$ cat src/core/eau_pkg.sv
// constants, types and carriers of the effective address unit
package eau_pkg;

  localparam int unsigned REG_COUNT = 8;
  localparam logic [2:0] SP_REG = 3'h7;
  localparam logic [31:0] STEP_BYTE = 32'h0000_0001;
  localparam logic [31:0] STEP_WORD = 32'h0000_0002;
  localparam logic [31:0] STEP_LONG = 32'h0000_0004;
  localparam logic [31:0] STACK_SLOT = 32'h0000_0004;
  localparam logic [31:0] EXT_VEC_BASE = 32'h0000_0000;
  localparam logic [31:0] REG_RESET = 32'h0000_0000;

  typedef enum logic [3:0] {
    MODE_REG_DIR = 4'h0,
    MODE_REG_IND = 4'h1,
    MODE_REG_DISP = 4'h2,
    MODE_REG_IDX = 4'h3,
    MODE_POST_INC = 4'h4,
    MODE_PRE_DEC = 4'h5,
    MODE_PRE_INC = 4'h6,
    MODE_POST_DEC = 4'h7,
    MODE_ABS = 4'h8,
    MODE_IMM = 4'h9,
    MODE_PC_REL = 4'ha,
    MODE_PC_IDX = 4'hb,
    MODE_MEM_IND = 4'hc,
    MODE_EXT_MEM_IND = 4'hd
  } eau_mode_type;

  typedef enum logic [2:0] {
    CLS_GEN = 3'h0,
    CLS_JUMP = 3'h1,
    CLS_JSR = 3'h2,
    CLS_BIT = 3'h3,
    CLS_BIT_SCIT = 3'h4
  } eau_class_type;

  typedef enum logic [1:0] {
    OP_EA = 2'h0,
    OP_RET = 2'h1,
    OP_EXC_IN = 2'h2,
    OP_EXC_OUT = 2'h3
  } eau_op_type;

  typedef enum logic [1:0] {
    SZ_BYTE = 2'h0,
    SZ_WORD = 2'h1,
    SZ_LONG = 2'h2
  } eau_size_type;

  typedef enum logic [1:0] {
    DISP_2 = 2'h0,
    DISP_8 = 2'h1,
    DISP_16 = 2'h2,
    DISP_32 = 2'h3
  } eau_disp_type;

  typedef struct packed {
    eau_op_type op;
    eau_class_type cls;
    eau_mode_type mode;
    eau_size_type size;
    logic reg_hi;
    logic [2:0] base_reg;
    logic [2:0] index_reg;
    eau_size_type index_size;
    eau_disp_type disp_sel;
    logic [31:0] disp;
    logic [31:0] abs_addr;
    logic [31:0] imm;
    logic bit_from_reg;
    logic [31:0] pc;
    logic [7:0] condition_code_reg;
    logic [7:0] extended_control_reg;
  } eau_req_type;

  typedef struct packed {
    logic illegal;
    logic [31:0] ea;
    logic [31:0] operand;
    logic [31:0] target;
    logic [2:0] bitnum;
    logic restored;
    logic [7:0] condition_code_reg;
    logic [7:0] extended_control_reg;
  } eau_res_type;

  typedef struct packed {
    logic rd;
    logic wr;
    logic [31:0] addr;
    logic [31:0] wdata;
  } eau_mem_type;

endpackage

$ cat src/core/eau_regfile.sv
// general register file with registered read ports
`timescale 1ns/1ps
`default_nettype none
module eau_regfile #(
  parameter int unsigned WIDTH = 32,
  parameter int unsigned DEPTH = eau_pkg::REG_COUNT
) (
  // clock and reset
  input wire logic core_clk,
  input wire logic arst_n,
  // read ports
  input wire logic [$clog2(DEPTH)-1:0] raddr_a,
  input wire logic [$clog2(DEPTH)-1:0] raddr_b,
  output logic [WIDTH-1:0] rdata_a,
  output logic [WIDTH-1:0] rdata_b,
  // write port
  input wire logic we,
  input wire logic [$clog2(DEPTH)-1:0] waddr,
  input wire logic [WIDTH-1:0] wdata
);
  logic [WIDTH-1:0] mem [DEPTH];
  logic [WIDTH-1:0] next_mem [DEPTH];
  logic [WIDTH-1:0] next_rdata_a;
  logic [WIDTH-1:0] next_rdata_b;

  // write-first so a read right behind an update sees it
  always_comb begin
    for (int i = 0; i < DEPTH; i++) begin
      next_mem[i] = (we && waddr == i[$clog2(DEPTH)-1:0]) ? wdata : mem[i];
    end
    next_rdata_a = next_mem[raddr_a];
    next_rdata_b = next_mem[raddr_b];
  end

  always_ff @(posedge core_clk or negedge arst_n) begin
    if (!arst_n) begin
      for (int i = 0; i < DEPTH; i++) begin
        mem[i] <= WIDTH'(eau_pkg::REG_RESET);
      end
      rdata_a <= WIDTH'(eau_pkg::REG_RESET);
      rdata_b <= WIDTH'(eau_pkg::REG_RESET);
    end else begin
      mem <= next_mem;
      rdata_a <= next_rdata_a;
      rdata_b <= next_rdata_b;
    end
  end
endmodule
`default_nettype wire

$ cat src/core/eau_unit.sv
// effective address unit: mode decode, address forming and stacking
`timescale 1ns/1ps
`default_nettype none
module eau_unit (
  // clock and reset
  input wire logic core_clk,
  input wire logic arst_n,
  // request from the decoder
  input wire logic req_valid,
  output logic req_ready,
  input wire eau_pkg::eau_req_type req,
  // result
  output logic res_valid,
  output eau_pkg::eau_res_type res,
  // memory access port
  output eau_pkg::eau_mem_type mem,
  input wire logic mem_ready,
  input wire logic [31:0] mem_rdata,
  // register write from execution
  input wire logic ext_we,
  input wire logic [2:0] ext_waddr,
  input wire logic [31:0] ext_wdata
);
  typedef enum logic [3:0] {
    ST_IDLE = 4'h0,
    ST_READ = 4'h1,
    ST_CALC = 4'h2,
    ST_IND = 4'h3,
    ST_PUSH_PC = 4'h4,
    ST_PUSH_CX = 4'h5,
    ST_POP_CX = 4'h6,
    ST_POP_PC = 4'h7,
    ST_DONE = 4'h8
  } eau_state_type;

  eau_state_type state, next_state;
  eau_pkg::eau_req_type cur, next_cur;
  eau_pkg::eau_res_type next_res;
  eau_pkg::eau_mem_type next_mem;
  logic [31:0] sp, next_sp;
  logic next_res_valid;
  logic [31:0] rd_a, rd_b;
  logic [2:0] raddr_a, raddr_b;
  logic int_we;
  logic [2:0] int_waddr;
  logic [31:0] int_wdata;
  logic [31:0] disp_x, idx_x, step, reg_val, ea;
  logic legal, sp_on_b;

  // internal updates win over an execution write in the same cycle
  eau_regfile #(.WIDTH(32), .DEPTH(eau_pkg::REG_COUNT)) u_regs (
    .core_clk(core_clk),
    .arst_n(arst_n),
    .raddr_a(raddr_a),
    .raddr_b(raddr_b),
    .rdata_a(rd_a),
    .rdata_b(rd_b),
    .we(int_we | ext_we),
    .waddr(int_we ? int_waddr : ext_waddr),
    .wdata(int_we ? int_wdata : ext_wdata)
  );

  function automatic logic mode_ok(eau_pkg::eau_class_type c, eau_pkg::eau_mode_type m);
    logic ok;
    ok = 1'b0;
    case (c)
      eau_pkg::CLS_JUMP, eau_pkg::CLS_JSR: begin
        ok = m inside {eau_pkg::MODE_REG_IND, eau_pkg::MODE_ABS, eau_pkg::MODE_PC_REL,
                       eau_pkg::MODE_PC_IDX, eau_pkg::MODE_MEM_IND,
                       eau_pkg::MODE_EXT_MEM_IND};
      end
      eau_pkg::CLS_BIT, eau_pkg::CLS_BIT_SCIT: begin
        ok = m inside {eau_pkg::MODE_REG_DIR, eau_pkg::MODE_REG_IND,
                       eau_pkg::MODE_ABS};
      end
      eau_pkg::CLS_GEN: begin
        ok = m <= eau_pkg::MODE_IMM;
      end
      default: begin
        ok = 1'b0;
      end
    endcase
    return ok;
  endfunction

  function automatic logic [31:0] size_ext(logic [31:0] v, eau_pkg::eau_size_type s);
    logic [31:0] r;
    case (s)
      eau_pkg::SZ_BYTE: r = {24'h00_0000, v[7:0]};
      eau_pkg::SZ_WORD: r = {16'h0000, v[15:0]};
      default: r = v;
    endcase
    return r;
  endfunction

  assign req_ready = (state == ST_IDLE);

  // register reads are issued one cycle ahead of the calculation
  always_comb begin
    sp_on_b = cur.op == eau_pkg::OP_EA && cur.cls == eau_pkg::CLS_JSR &&
              cur.mode != eau_pkg::MODE_PC_IDX;
    raddr_a = (cur.op == eau_pkg::OP_EA && (sp_on_b || cur.cls != eau_pkg::CLS_JSR)) ?
              cur.base_reg : eau_pkg::SP_REG;
    raddr_b = sp_on_b ? eau_pkg::SP_REG : cur.index_reg;
  end

  // operand forming
  always_comb begin
    case (cur.disp_sel)
      eau_pkg::DISP_2: disp_x = {30'h0000_0000, cur.disp[1:0]};
      eau_pkg::DISP_8: disp_x = {{24{cur.disp[7]}}, cur.disp[7:0]};
      eau_pkg::DISP_16: disp_x = {{16{cur.disp[15]}}, cur.disp[15:0]};
      default: disp_x = cur.disp;
    endcase
    idx_x = size_ext(rd_b, cur.index_size);
    case (cur.size)
      eau_pkg::SZ_BYTE: step = eau_pkg::STEP_BYTE;
      eau_pkg::SZ_WORD: step = eau_pkg::STEP_WORD;
      default: step = eau_pkg::STEP_LONG;
    endcase
    case (cur.size)
      eau_pkg::SZ_BYTE: reg_val = {24'h00_0000, cur.reg_hi ? rd_a[15:8] : rd_a[7:0]};
      eau_pkg::SZ_WORD: reg_val = {16'h0000, cur.reg_hi ? rd_a[31:16] : rd_a[15:0]};
      default: reg_val = rd_a;
    endcase
    legal = mode_ok(cur.cls, cur.mode) &&
            (!cur.bit_from_reg || cur.cls == eau_pkg::CLS_BIT_SCIT);
    case (cur.mode)
      eau_pkg::MODE_REG_DISP: ea = rd_a + disp_x;
      eau_pkg::MODE_REG_IDX: ea = idx_x + disp_x;
      eau_pkg::MODE_PRE_DEC: ea = rd_a - step;
      eau_pkg::MODE_PRE_INC: ea = rd_a + step;
      eau_pkg::MODE_ABS: ea = cur.abs_addr;
      eau_pkg::MODE_PC_REL: ea = cur.pc + disp_x;
      eau_pkg::MODE_PC_IDX: ea = cur.pc + idx_x;
      eau_pkg::MODE_MEM_IND: ea = {24'h00_0000, cur.abs_addr[7:0]};
      eau_pkg::MODE_EXT_MEM_IND: ea = eau_pkg::EXT_VEC_BASE + {23'h00_0000, cur.abs_addr[6:0], 2'h0};
      default: ea = rd_a;
    endcase
  end

  always_comb begin
    next_state = state;
    next_cur = cur;
    next_res = res;
    next_res_valid = 1'b0;
    next_mem = mem;
    next_sp = sp;
    int_we = 1'b0;
    int_waddr = eau_pkg::SP_REG;
    int_wdata = sp;
    case (state)
      ST_IDLE: begin
        if (req_valid) begin
          next_cur = req;
          next_res = '0;
          next_state = ST_READ;
        end
      end
      ST_READ: begin
        next_state = ST_CALC;
      end
      ST_CALC: begin
        next_sp = sp_on_b ? rd_b : rd_a;
        case (cur.op)
          eau_pkg::OP_EA: begin
            next_res.illegal = !legal;
            next_res.ea = ea;
            next_res.operand = (cur.mode == eau_pkg::MODE_IMM) ? cur.imm : reg_val;
            next_res.target = ea;
            next_res.bitnum = cur.bit_from_reg ? rd_b[2:0] : cur.imm[2:0];
            if (legal && cur.mode inside {eau_pkg::MODE_POST_INC, eau_pkg::MODE_PRE_INC}) begin
              int_we = 1'b1;
              int_waddr = cur.base_reg;
              int_wdata = rd_a + step;
            end
            if (legal && cur.mode inside {eau_pkg::MODE_POST_DEC, eau_pkg::MODE_PRE_DEC}) begin
              int_we = 1'b1;
              int_waddr = cur.base_reg;
              int_wdata = rd_a - step;
            end
            if (!legal) begin
              next_state = ST_DONE;
            end else if (cur.mode inside {eau_pkg::MODE_MEM_IND, eau_pkg::MODE_EXT_MEM_IND}) begin
              next_mem = '{rd: 1'b1, wr: 1'b0, addr: ea, wdata: 32'h0000_0000};
              next_state = ST_IND;
            end else if (cur.cls == eau_pkg::CLS_JSR) begin
              next_mem = '{rd: 1'b0, wr: 1'b1, addr: (sp_on_b ? rd_b : rd_a) -
                           eau_pkg::STACK_SLOT, wdata: cur.pc};
              next_state = ST_PUSH_PC;
            end else begin
              next_state = ST_DONE;
            end
          end
          eau_pkg::OP_EXC_IN: begin
            next_res.target = cur.abs_addr;
            next_mem = '{rd: 1'b0, wr: 1'b1, addr: rd_a - eau_pkg::STACK_SLOT,
                         wdata: cur.pc};
            next_state = ST_PUSH_PC;
          end
          eau_pkg::OP_EXC_OUT: begin
            next_mem = '{rd: 1'b1, wr: 1'b0, addr: rd_a, wdata: 32'h0000_0000};
            next_state = ST_POP_CX;
          end
          default: begin
            next_mem = '{rd: 1'b1, wr: 1'b0, addr: rd_a, wdata: 32'h0000_0000};
            next_state = ST_POP_PC;
          end
        endcase
      end
      ST_IND: begin
        if (mem_ready) begin
          next_res.target = mem_rdata;
          if (cur.cls == eau_pkg::CLS_JSR) begin
            next_mem = '{rd: 1'b0, wr: 1'b1, addr: sp - eau_pkg::STACK_SLOT,
                         wdata: cur.pc};
            next_state = ST_PUSH_PC;
          end else begin
            next_mem = '0;
            next_state = ST_DONE;
          end
        end
      end
      ST_PUSH_PC: begin
        if (mem_ready) begin
          next_sp = sp - eau_pkg::STACK_SLOT;
          int_we = 1'b1;
          int_wdata = next_sp;
          if (cur.op == eau_pkg::OP_EXC_IN) begin
            next_mem = '{rd: 1'b0, wr: 1'b1, addr: next_sp - eau_pkg::STACK_SLOT,
                         wdata: {cur.extended_control_reg, cur.condition_code_reg,
                                 16'h0000}};
            next_state = ST_PUSH_CX;
          end else begin
            next_mem = '0;
            next_state = ST_DONE;
          end
        end
      end
      ST_PUSH_CX: begin
        if (mem_ready) begin
          next_sp = sp - eau_pkg::STACK_SLOT;
          int_we = 1'b1;
          int_wdata = next_sp;
          next_mem = '0;
          next_state = ST_DONE;
        end
      end
      ST_POP_CX: begin
        if (mem_ready) begin
          next_sp = sp + eau_pkg::STACK_SLOT;
          int_we = 1'b1;
          int_wdata = next_sp;
          next_res.extended_control_reg = mem_rdata[31:24];
          next_res.condition_code_reg = mem_rdata[23:16];
          next_res.restored = 1'b1;
          next_mem = '{rd: 1'b1, wr: 1'b0, addr: next_sp, wdata: 32'h0000_0000};
          next_state = ST_POP_PC;
        end
      end
      ST_POP_PC: begin
        if (mem_ready) begin
          next_sp = sp + eau_pkg::STACK_SLOT;
          int_we = 1'b1;
          int_wdata = next_sp;
          next_res.target = mem_rdata;
          next_mem = '0;
          next_state = ST_DONE;
        end
      end
      ST_DONE: begin
        next_res_valid = 1'b1;
        next_state = ST_IDLE;
      end
      default: begin
        next_state = ST_IDLE;
      end
    endcase
  end

  always_ff @(posedge core_clk or negedge arst_n) begin
    if (!arst_n) begin
      state <= ST_IDLE;
      cur <= '0;
      res <= '0;
      res_valid <= 1'b0;
      mem <= '0;
      sp <= eau_pkg::REG_RESET;
    end else begin
      state <= next_state;
      cur <= next_cur;
      res <= next_res;
      res_valid <= next_res_valid;
      mem <= next_mem;
      sp <= next_sp;
    end
  end
endmodule
`default_nettype wire

$ cat config.mk
export PLATFORM = sky130hd
export DESIGN_NAME = eau_unit
export DESIGN_NICKNAME = d
export VERILOG_FILES = /design/src/core/eau_pkg.sv /design/src/core/eau_regfile.sv /design/src/core/eau_unit.sv
export SDC_FILE = /design/constraint.sdc
export NUM_CORES = 2
export LEC_CHECK = 0
export BUFFER_PORTS_ARGS = -buffer_cell sky130_fd_sc_hd__buf_2
export CAP_MARGIN = 20
export CORE_UTILIZATION = 43
export CTS_CLUSTER_SIZE = 40
export DETAILED_ROUTE_END_ITERATION = 16
export PLACE_DENSITY = 0.67
export SLEW_MARGIN = 5
export SYNTH_ARGS = -nofsm -noshare
export SYNTH_HDL_FRONTEND = slang
export SYNTH_HIERARCHICAL = 1
export SYNTH_SLANG_ARGS = --single-unit
$ cat constraint.sdc
create_clock -name core_clk -period 6.7 [get_ports core_clk]
set_input_delay 1.005 -clock core_clk [delete_from_list [all_inputs] [get_ports core_clk]]
set_output_delay 1.005 -clock core_clk [all_outputs]
set_load 0.1 [all_outputs]
Word-level counts from Yosys, hierarchy flattened. Cells that the tools add are included.

Register bits: 707. Input port bits: 239. Output and inout port bits: 185. Word-level logic and storage cells: 235.

$add $sub $neg: 11. Magnitude comparators: 3. Equality and inequality tests: 50. Multiplexer cells: 78. Bitwise logic cells: 3. Reduce and logical (&&, ||, !) cells: 49.

Operators with widths (number): 2-to-1 mux 32 bit (21); 2-to-1 mux 66 bit (7); one-hot mux 32 bit (3 select lines) (4); one-hot mux 66 bit (5 select lines) (1); one-hot mux 32 bit (9 select lines) (1); 2-to-1 mux 65 bit (3); binary-select mux 32 bit (select 3 bit) (2); one-hot mux 32 bit (2 select lines) (3); adder 32 bit (5); one-hot mux 66 bit (2 select lines) (1); one-hot mux 65 bit (2 select lines) (1); subtractor 32 x 3 -> 32 bit (second input constant) (4); 2-to-1 mux 117 bit (1); 2-to-1 mux 4 bit (9); one-hot mux 17 bit (2 select lines) (1); adder 32 x 3 -> 32 bit (second input constant) (1); == test 4 x 3 -> 1 bit (second input constant) (8); subtractor 32 bit (1); == test 4 bit (second input constant) (7); one-hot mux 4 bit (7 select lines) (1); 2-to-1 mux 3 bit (9); 2-to-1 mux 17 bit (1); == test 4 x 2 -> 1 bit (second input constant) (4); 2-to-1 mux 16 bit (1); 38 further kinds (97).

Depth between registers and ports, before layout.
Depth in word-level cells: 16. Depth in mapped cells: 20. Gate-level depth less buffers: 17.

Hierarchy. Netlist, hierarchy kept.

By module, submodules not included: eau_unit (instances 1, cells an instance 4163, area an instance 30705.7 um2); eau_regfile (instances 1, cells an instance 1880, area an instance 20438.4 um2).

Worst setup path before layout. No wires, ideal clock.

Path type: flip-flop to flip-flop. From: reg state[3]. To: reg cur[158] (netlist bit). Setup time: 66 ps. Data arrival time: 5055 ps. Slack: 1579 ps. Stages on the path, launching flop included: 9. Buffers on the path: 4. Clock period less this slack: 5121 ps. Path through: dfrtp_1 -> clkbuf_1 -> nor4_1 -> and2_1 -> clkbuf_1 -> clkbuf_1 -> clkbuf_1 -> nand2_1 -> nand2_1.

Word-level cells in the longest chain between the ends: 2.

RTL lines: start, declared (line eau_unit.sv:36) `eau_state_type state, next_state;`; start signal, assigned (line eau_unit.sv:290) `state <= next_state;`; zero test 4 bit; net req_ready (line eau_unit.sv:10) `output logic req_ready,`; AND reduction 2 bit (no line); end signal, assigned (line eau_unit.sv:291) `cur <= next_cur;`; end, declared (line eau_unit.sv:37) `eau_pkg::eau_req_type cur, next_cur;`.

The timed path passes the listed nets, and every way through them passes these cells. A chain may end at the register's enable or synchronous reset.

Worst setup path in the final report.
From: reg cur[161] (netlist bit). To: reg res[48] (netlist bit).

Word-level cells in the longest chain between the ends: 4. Elaborated cells between the ends (all ways): 12.

RTL lines: == test 4 bit, or another cell as far along (line eau_unit.sv:128) `case (cur.mode)`; one-hot mux 32 bit (9 select lines) (*) (line eau_unit.sv:128); one-hot mux 32 bit (2 select lines) (*) (line eau_unit.sv:165) `case (cur.op)`; one-hot mux 32 bit (3 select lines) (*) (line eau_unit.sv:152) `case (state)`; end signal, assigned (line eau_unit.sv:292) `res <= next_res;`; end, declared (line eau_unit.sv:14) `output eau_pkg::eau_res_type res,`.

Every way passes the cells marked *; elsewhere a longest branch is shown, timed or not.

==> out/qor.yml <==
vias: 51700
route.detailed.drc: 0
dr.pass1.iters: 9
seq_power_share_pct: 23.9
hold_ws_ps: 351
setup_ws_ps: 975
switching_power_uw: 21300
post_cts_resized: 0
cts_hold_buf: 0
cts_tree: "yes"
synth_top_cell_area_share_pct: 34.6
critPathKind: "register to register"
fin_skew_ps: 55.0
async_reset_ff_share_pct: 100
drt_iter0_drc: 7570
antenna_found_initial: 11
path_max_fanout: 54
die_h_microns: 347
wl_per_cell_microns: 29.4
fin_nets: 6452
cts_inserted_buffers: 85
power_density_nw_per_um2: 653
post-dp-hpwl_microns: 163000
synth_top_flop_cell: "dfrtp_1"
finalCriticalPeriod_ps: 5720
synth_cells: 6043
drive_above_1_share_pct: 18.0
end_kind: "register"
power_leakage_uw: 0.0242
relSlewSlack_pct: 19.9
fmax_mhz: 175
grt-ovfl-total: 0
die_w_microns: 347
synth_most_common_cell: "nand2_1"
rsz0062_at_grt: "no"
fp-row-count: 126
post-route-period-util_pct: 85.4
die-area_sq_um: 120000
routed_via_density: 6.69
fill_cells: 11200
h-tree-depth: 3
status: "finished clean"
pin_count: 424
setup_viol_count_final: 0
hold_path.class: "input port to async pin"
fin_tns_setup_ps: 0
post-cts-setup-buffers: 0
clk_path_buf_depth: 3
gp_congestion: 1.10
antenna_left: 0
ir_drop_mv: 0.514
grt_pass1_wl_microns: 329000
drv_slew: 0
clk_pin_slew_ps: 60
synth.yosys.seq_area_share_pct: 34.6
worstMarginPinSlew_ps: 1200
yosysWarnings: 6
clkPwrFrac_pct: 12.9
yosysTopAreaCell: "dfrtp_1"
initial_core_util_pct: 43.4
synthDistinctLibCells: 100
max-cap-violations: 0
place_ws_ps: 1190
p_sw_share_pct: 56.9
core_sq_um: 118000
area_delta_synth_final_pct: 12.2
syn_area_sq_um: 51100
critPathLaunchType: "register"
power.internal_uw: 16200
syn_area_per_cell_sq_um: 8.46
clkSinkCount: 707
power_frac_comb_pct: 63.2
synth_nets: 6367
synth_edf_count: 0
grt_use_total_pct: 36.4
drt-total-wl_microns: 228000
cp.required_ps: 7230
hold_viol: 0
clock_latency_ps: 700
cts_root_buf: "clkbuf_16"
yosys_register_bits: 707
synthTopCellsByCount: "1051 x nand2_1, 707 x dfrtp_1, 483 x clkbuf_1"
grt_max_degree: 150
portBuffers: 423
worstPathArrival_ps: 6250
first_global_vias: 47700
yosys-top-cells-area: "dfrtp_1 35%, nand2_1 7.7%, mux2_2 5.5%"
[sequential cells by signal, summed over array words and instances, names as in the netlist]
| register | cells |
|---|---|
| res | 117 |
| u_regs/rdata_b | 32 |
| u_regs/rdata_a | 32 |
| mem | 66 |
| state | 4 |
| res_valid | 1 |
| sp | 32 |
| cur | 167 |
| u_regs/mem | 256 |
[worst max-delay path: stages, from the launching register on]
cell	delay, ps
dfrtp_1	750
inv_1	240
and2_1	220
nand2_1	90
buf_4	480
mux2_2	400
ha_1	230
fa_1	480
a211o_1	340
a211o_1	340
nand4_1	140
a31oi_1	160
o41ai_1	610
xor2_1	370
nor2_1	90
a211oi_1	440
o21ai_0	190
[logic make-up (layout without fill, tap and decap cells)]
kind of cell	count (synthesis)	in the layout	share of synthesized area, %
simple gates	2435	2435	25.2
compound gates	1375	1375	17.8
buf+inv	711	861	5.73
flops	707	707	34.6
mux	544	544	11.3
xor+xnor	186	186	3.19
fa+ha+maj	85	85	2.14
other cells	0	8	0
[worst paths after layout]
check                                          start                   end  slack [ps]  cells past startpoint
worst max register to register  cur[161]$_DFFE_PN0P_   res[48]$_DFFE_PN0P_         980                     16
worst min-delay path                          arst_n   mem[38]$_DFFE_PN0P_         350                      1
max in group asynchronous                     arst_n  cur[118]$_DFFE_PN0P_        4900                      2
min in group core_clk           cur[131]$_DFFE_PN0P_  cur[131]$_DFFE_PN0P_         470                      2
worst min register to register  cur[131]$_DFFE_PN0P_  cur[131]$_DFFE_PN0P_         470                      2
worst max-delay path            cur[161]$_DFFE_PN0P_   res[48]$_DFFE_PN0P_         980                     16
[metrics by stage]
stage | total power [uW] | cell area, sq um | utilization, % | std cells
after floorplan | 23500 | 51100 | - | 6043
after CTS | 36500 | 57300 | 48.6 | 7722
after global placement | 31300 | 54400 | 46.1 | 7568
after global routing | 38800 | 57400 | 48.7 | 7732
final | 37500 | 57400 | 48.7 | 7737
after detailed placement | 31600 | 54400 | 46.2 | 7570
[power by group through the flow]
stage / combinational, uW / clock [uW] / sequential, uW
after global placement: 22500 / 0 / 8780
after CTS: 22800 / 4870 / 8790
after floorplan: 13400 / 0 / 10100
after detailed placement: 22700 / 0 / 8850
after global routing: 24700 / 5030 / 9050
final: 23700 / 4830 / 8970
[metal layers]
layer	GRT usage [%]	wire length [microns]	up-vias	part of all wire, %
li1	-	-	22400	-
met4	21.4	15400	8	6.8
met5	0	61	-	0.027
met2	53.3	96600	3401	42
met1	48.4	88900	25300	39
met3	9.28	26700	697	12
[placed cells by master, fill, tap and decap left out, types with 19 or more instances in the layout]
| cell | count |
|---|---|
| o2111ai_1 | 44 |
| o211ai_1 | 35 |
| a22o_1 | 54 |
| or3_1 | 41 |
| o22ai_1 | 112 |
| nand4_1 | 68 |
| nor3_1 | 123 |
| a21oi_1 | 260 |
| a31oi_1 | 53 |
| nand4b_1 | 72 |
| a211oi_1 | 36 |
| or2_2 | 21 |
| a221oi_1 | 32 |
| a221o_1 | 34 |
| o21a_1 | 25 |
| and2_1 | 19 |
| inv_1 | 96 |
| a22oi_1 | 40 |
| nor2_1 | 304 |
| xnor2_1 | 114 |
| buf_4 | 167 |
| nand2_1 | 1046 |
| buf_2 | 423 |
| nand2b_1 | 21 |
| nand3_1 | 129 |
| o21ai_0 | 359 |
| o31ai_1 | 30 |
| and3_1 | 42 |
| mux2_2 | 252 |
| nor2b_1 | 30 |
| nor4bb_1 | 111 |
| nor4_1 | 107 |
| xor2_1 | 72 |
| ha_1 | 81 |
| dfrtp_1 | 706 |
| clkbuf_16 | 85 |
| o221ai_1 | 36 |
| a21o_1 | 48 |
| mux2i_1 | 283 |
| nor4b_1 | 195 |
[area by class of cell]
type / count / area (sq um) / share of cell area [%]
Inverter: 96 / 360 / 0.628
Tap cell: 1536 / 1920 / 3.35
Antenna cell: 8 / 20.0 / 0.0349
Clock inverter: 36 / 483 / 0.841
Sequential cell: 707 / 17700 / 30.8
Multi-Input combinational cell: 4625 / 30700 / 53.6
Timing Repair Buffer: 613 / 3770 / 6.56
Clock buffer: 116 / 2410 / 4.20
No activity file was read; power rests on OpenSTA's default activity.
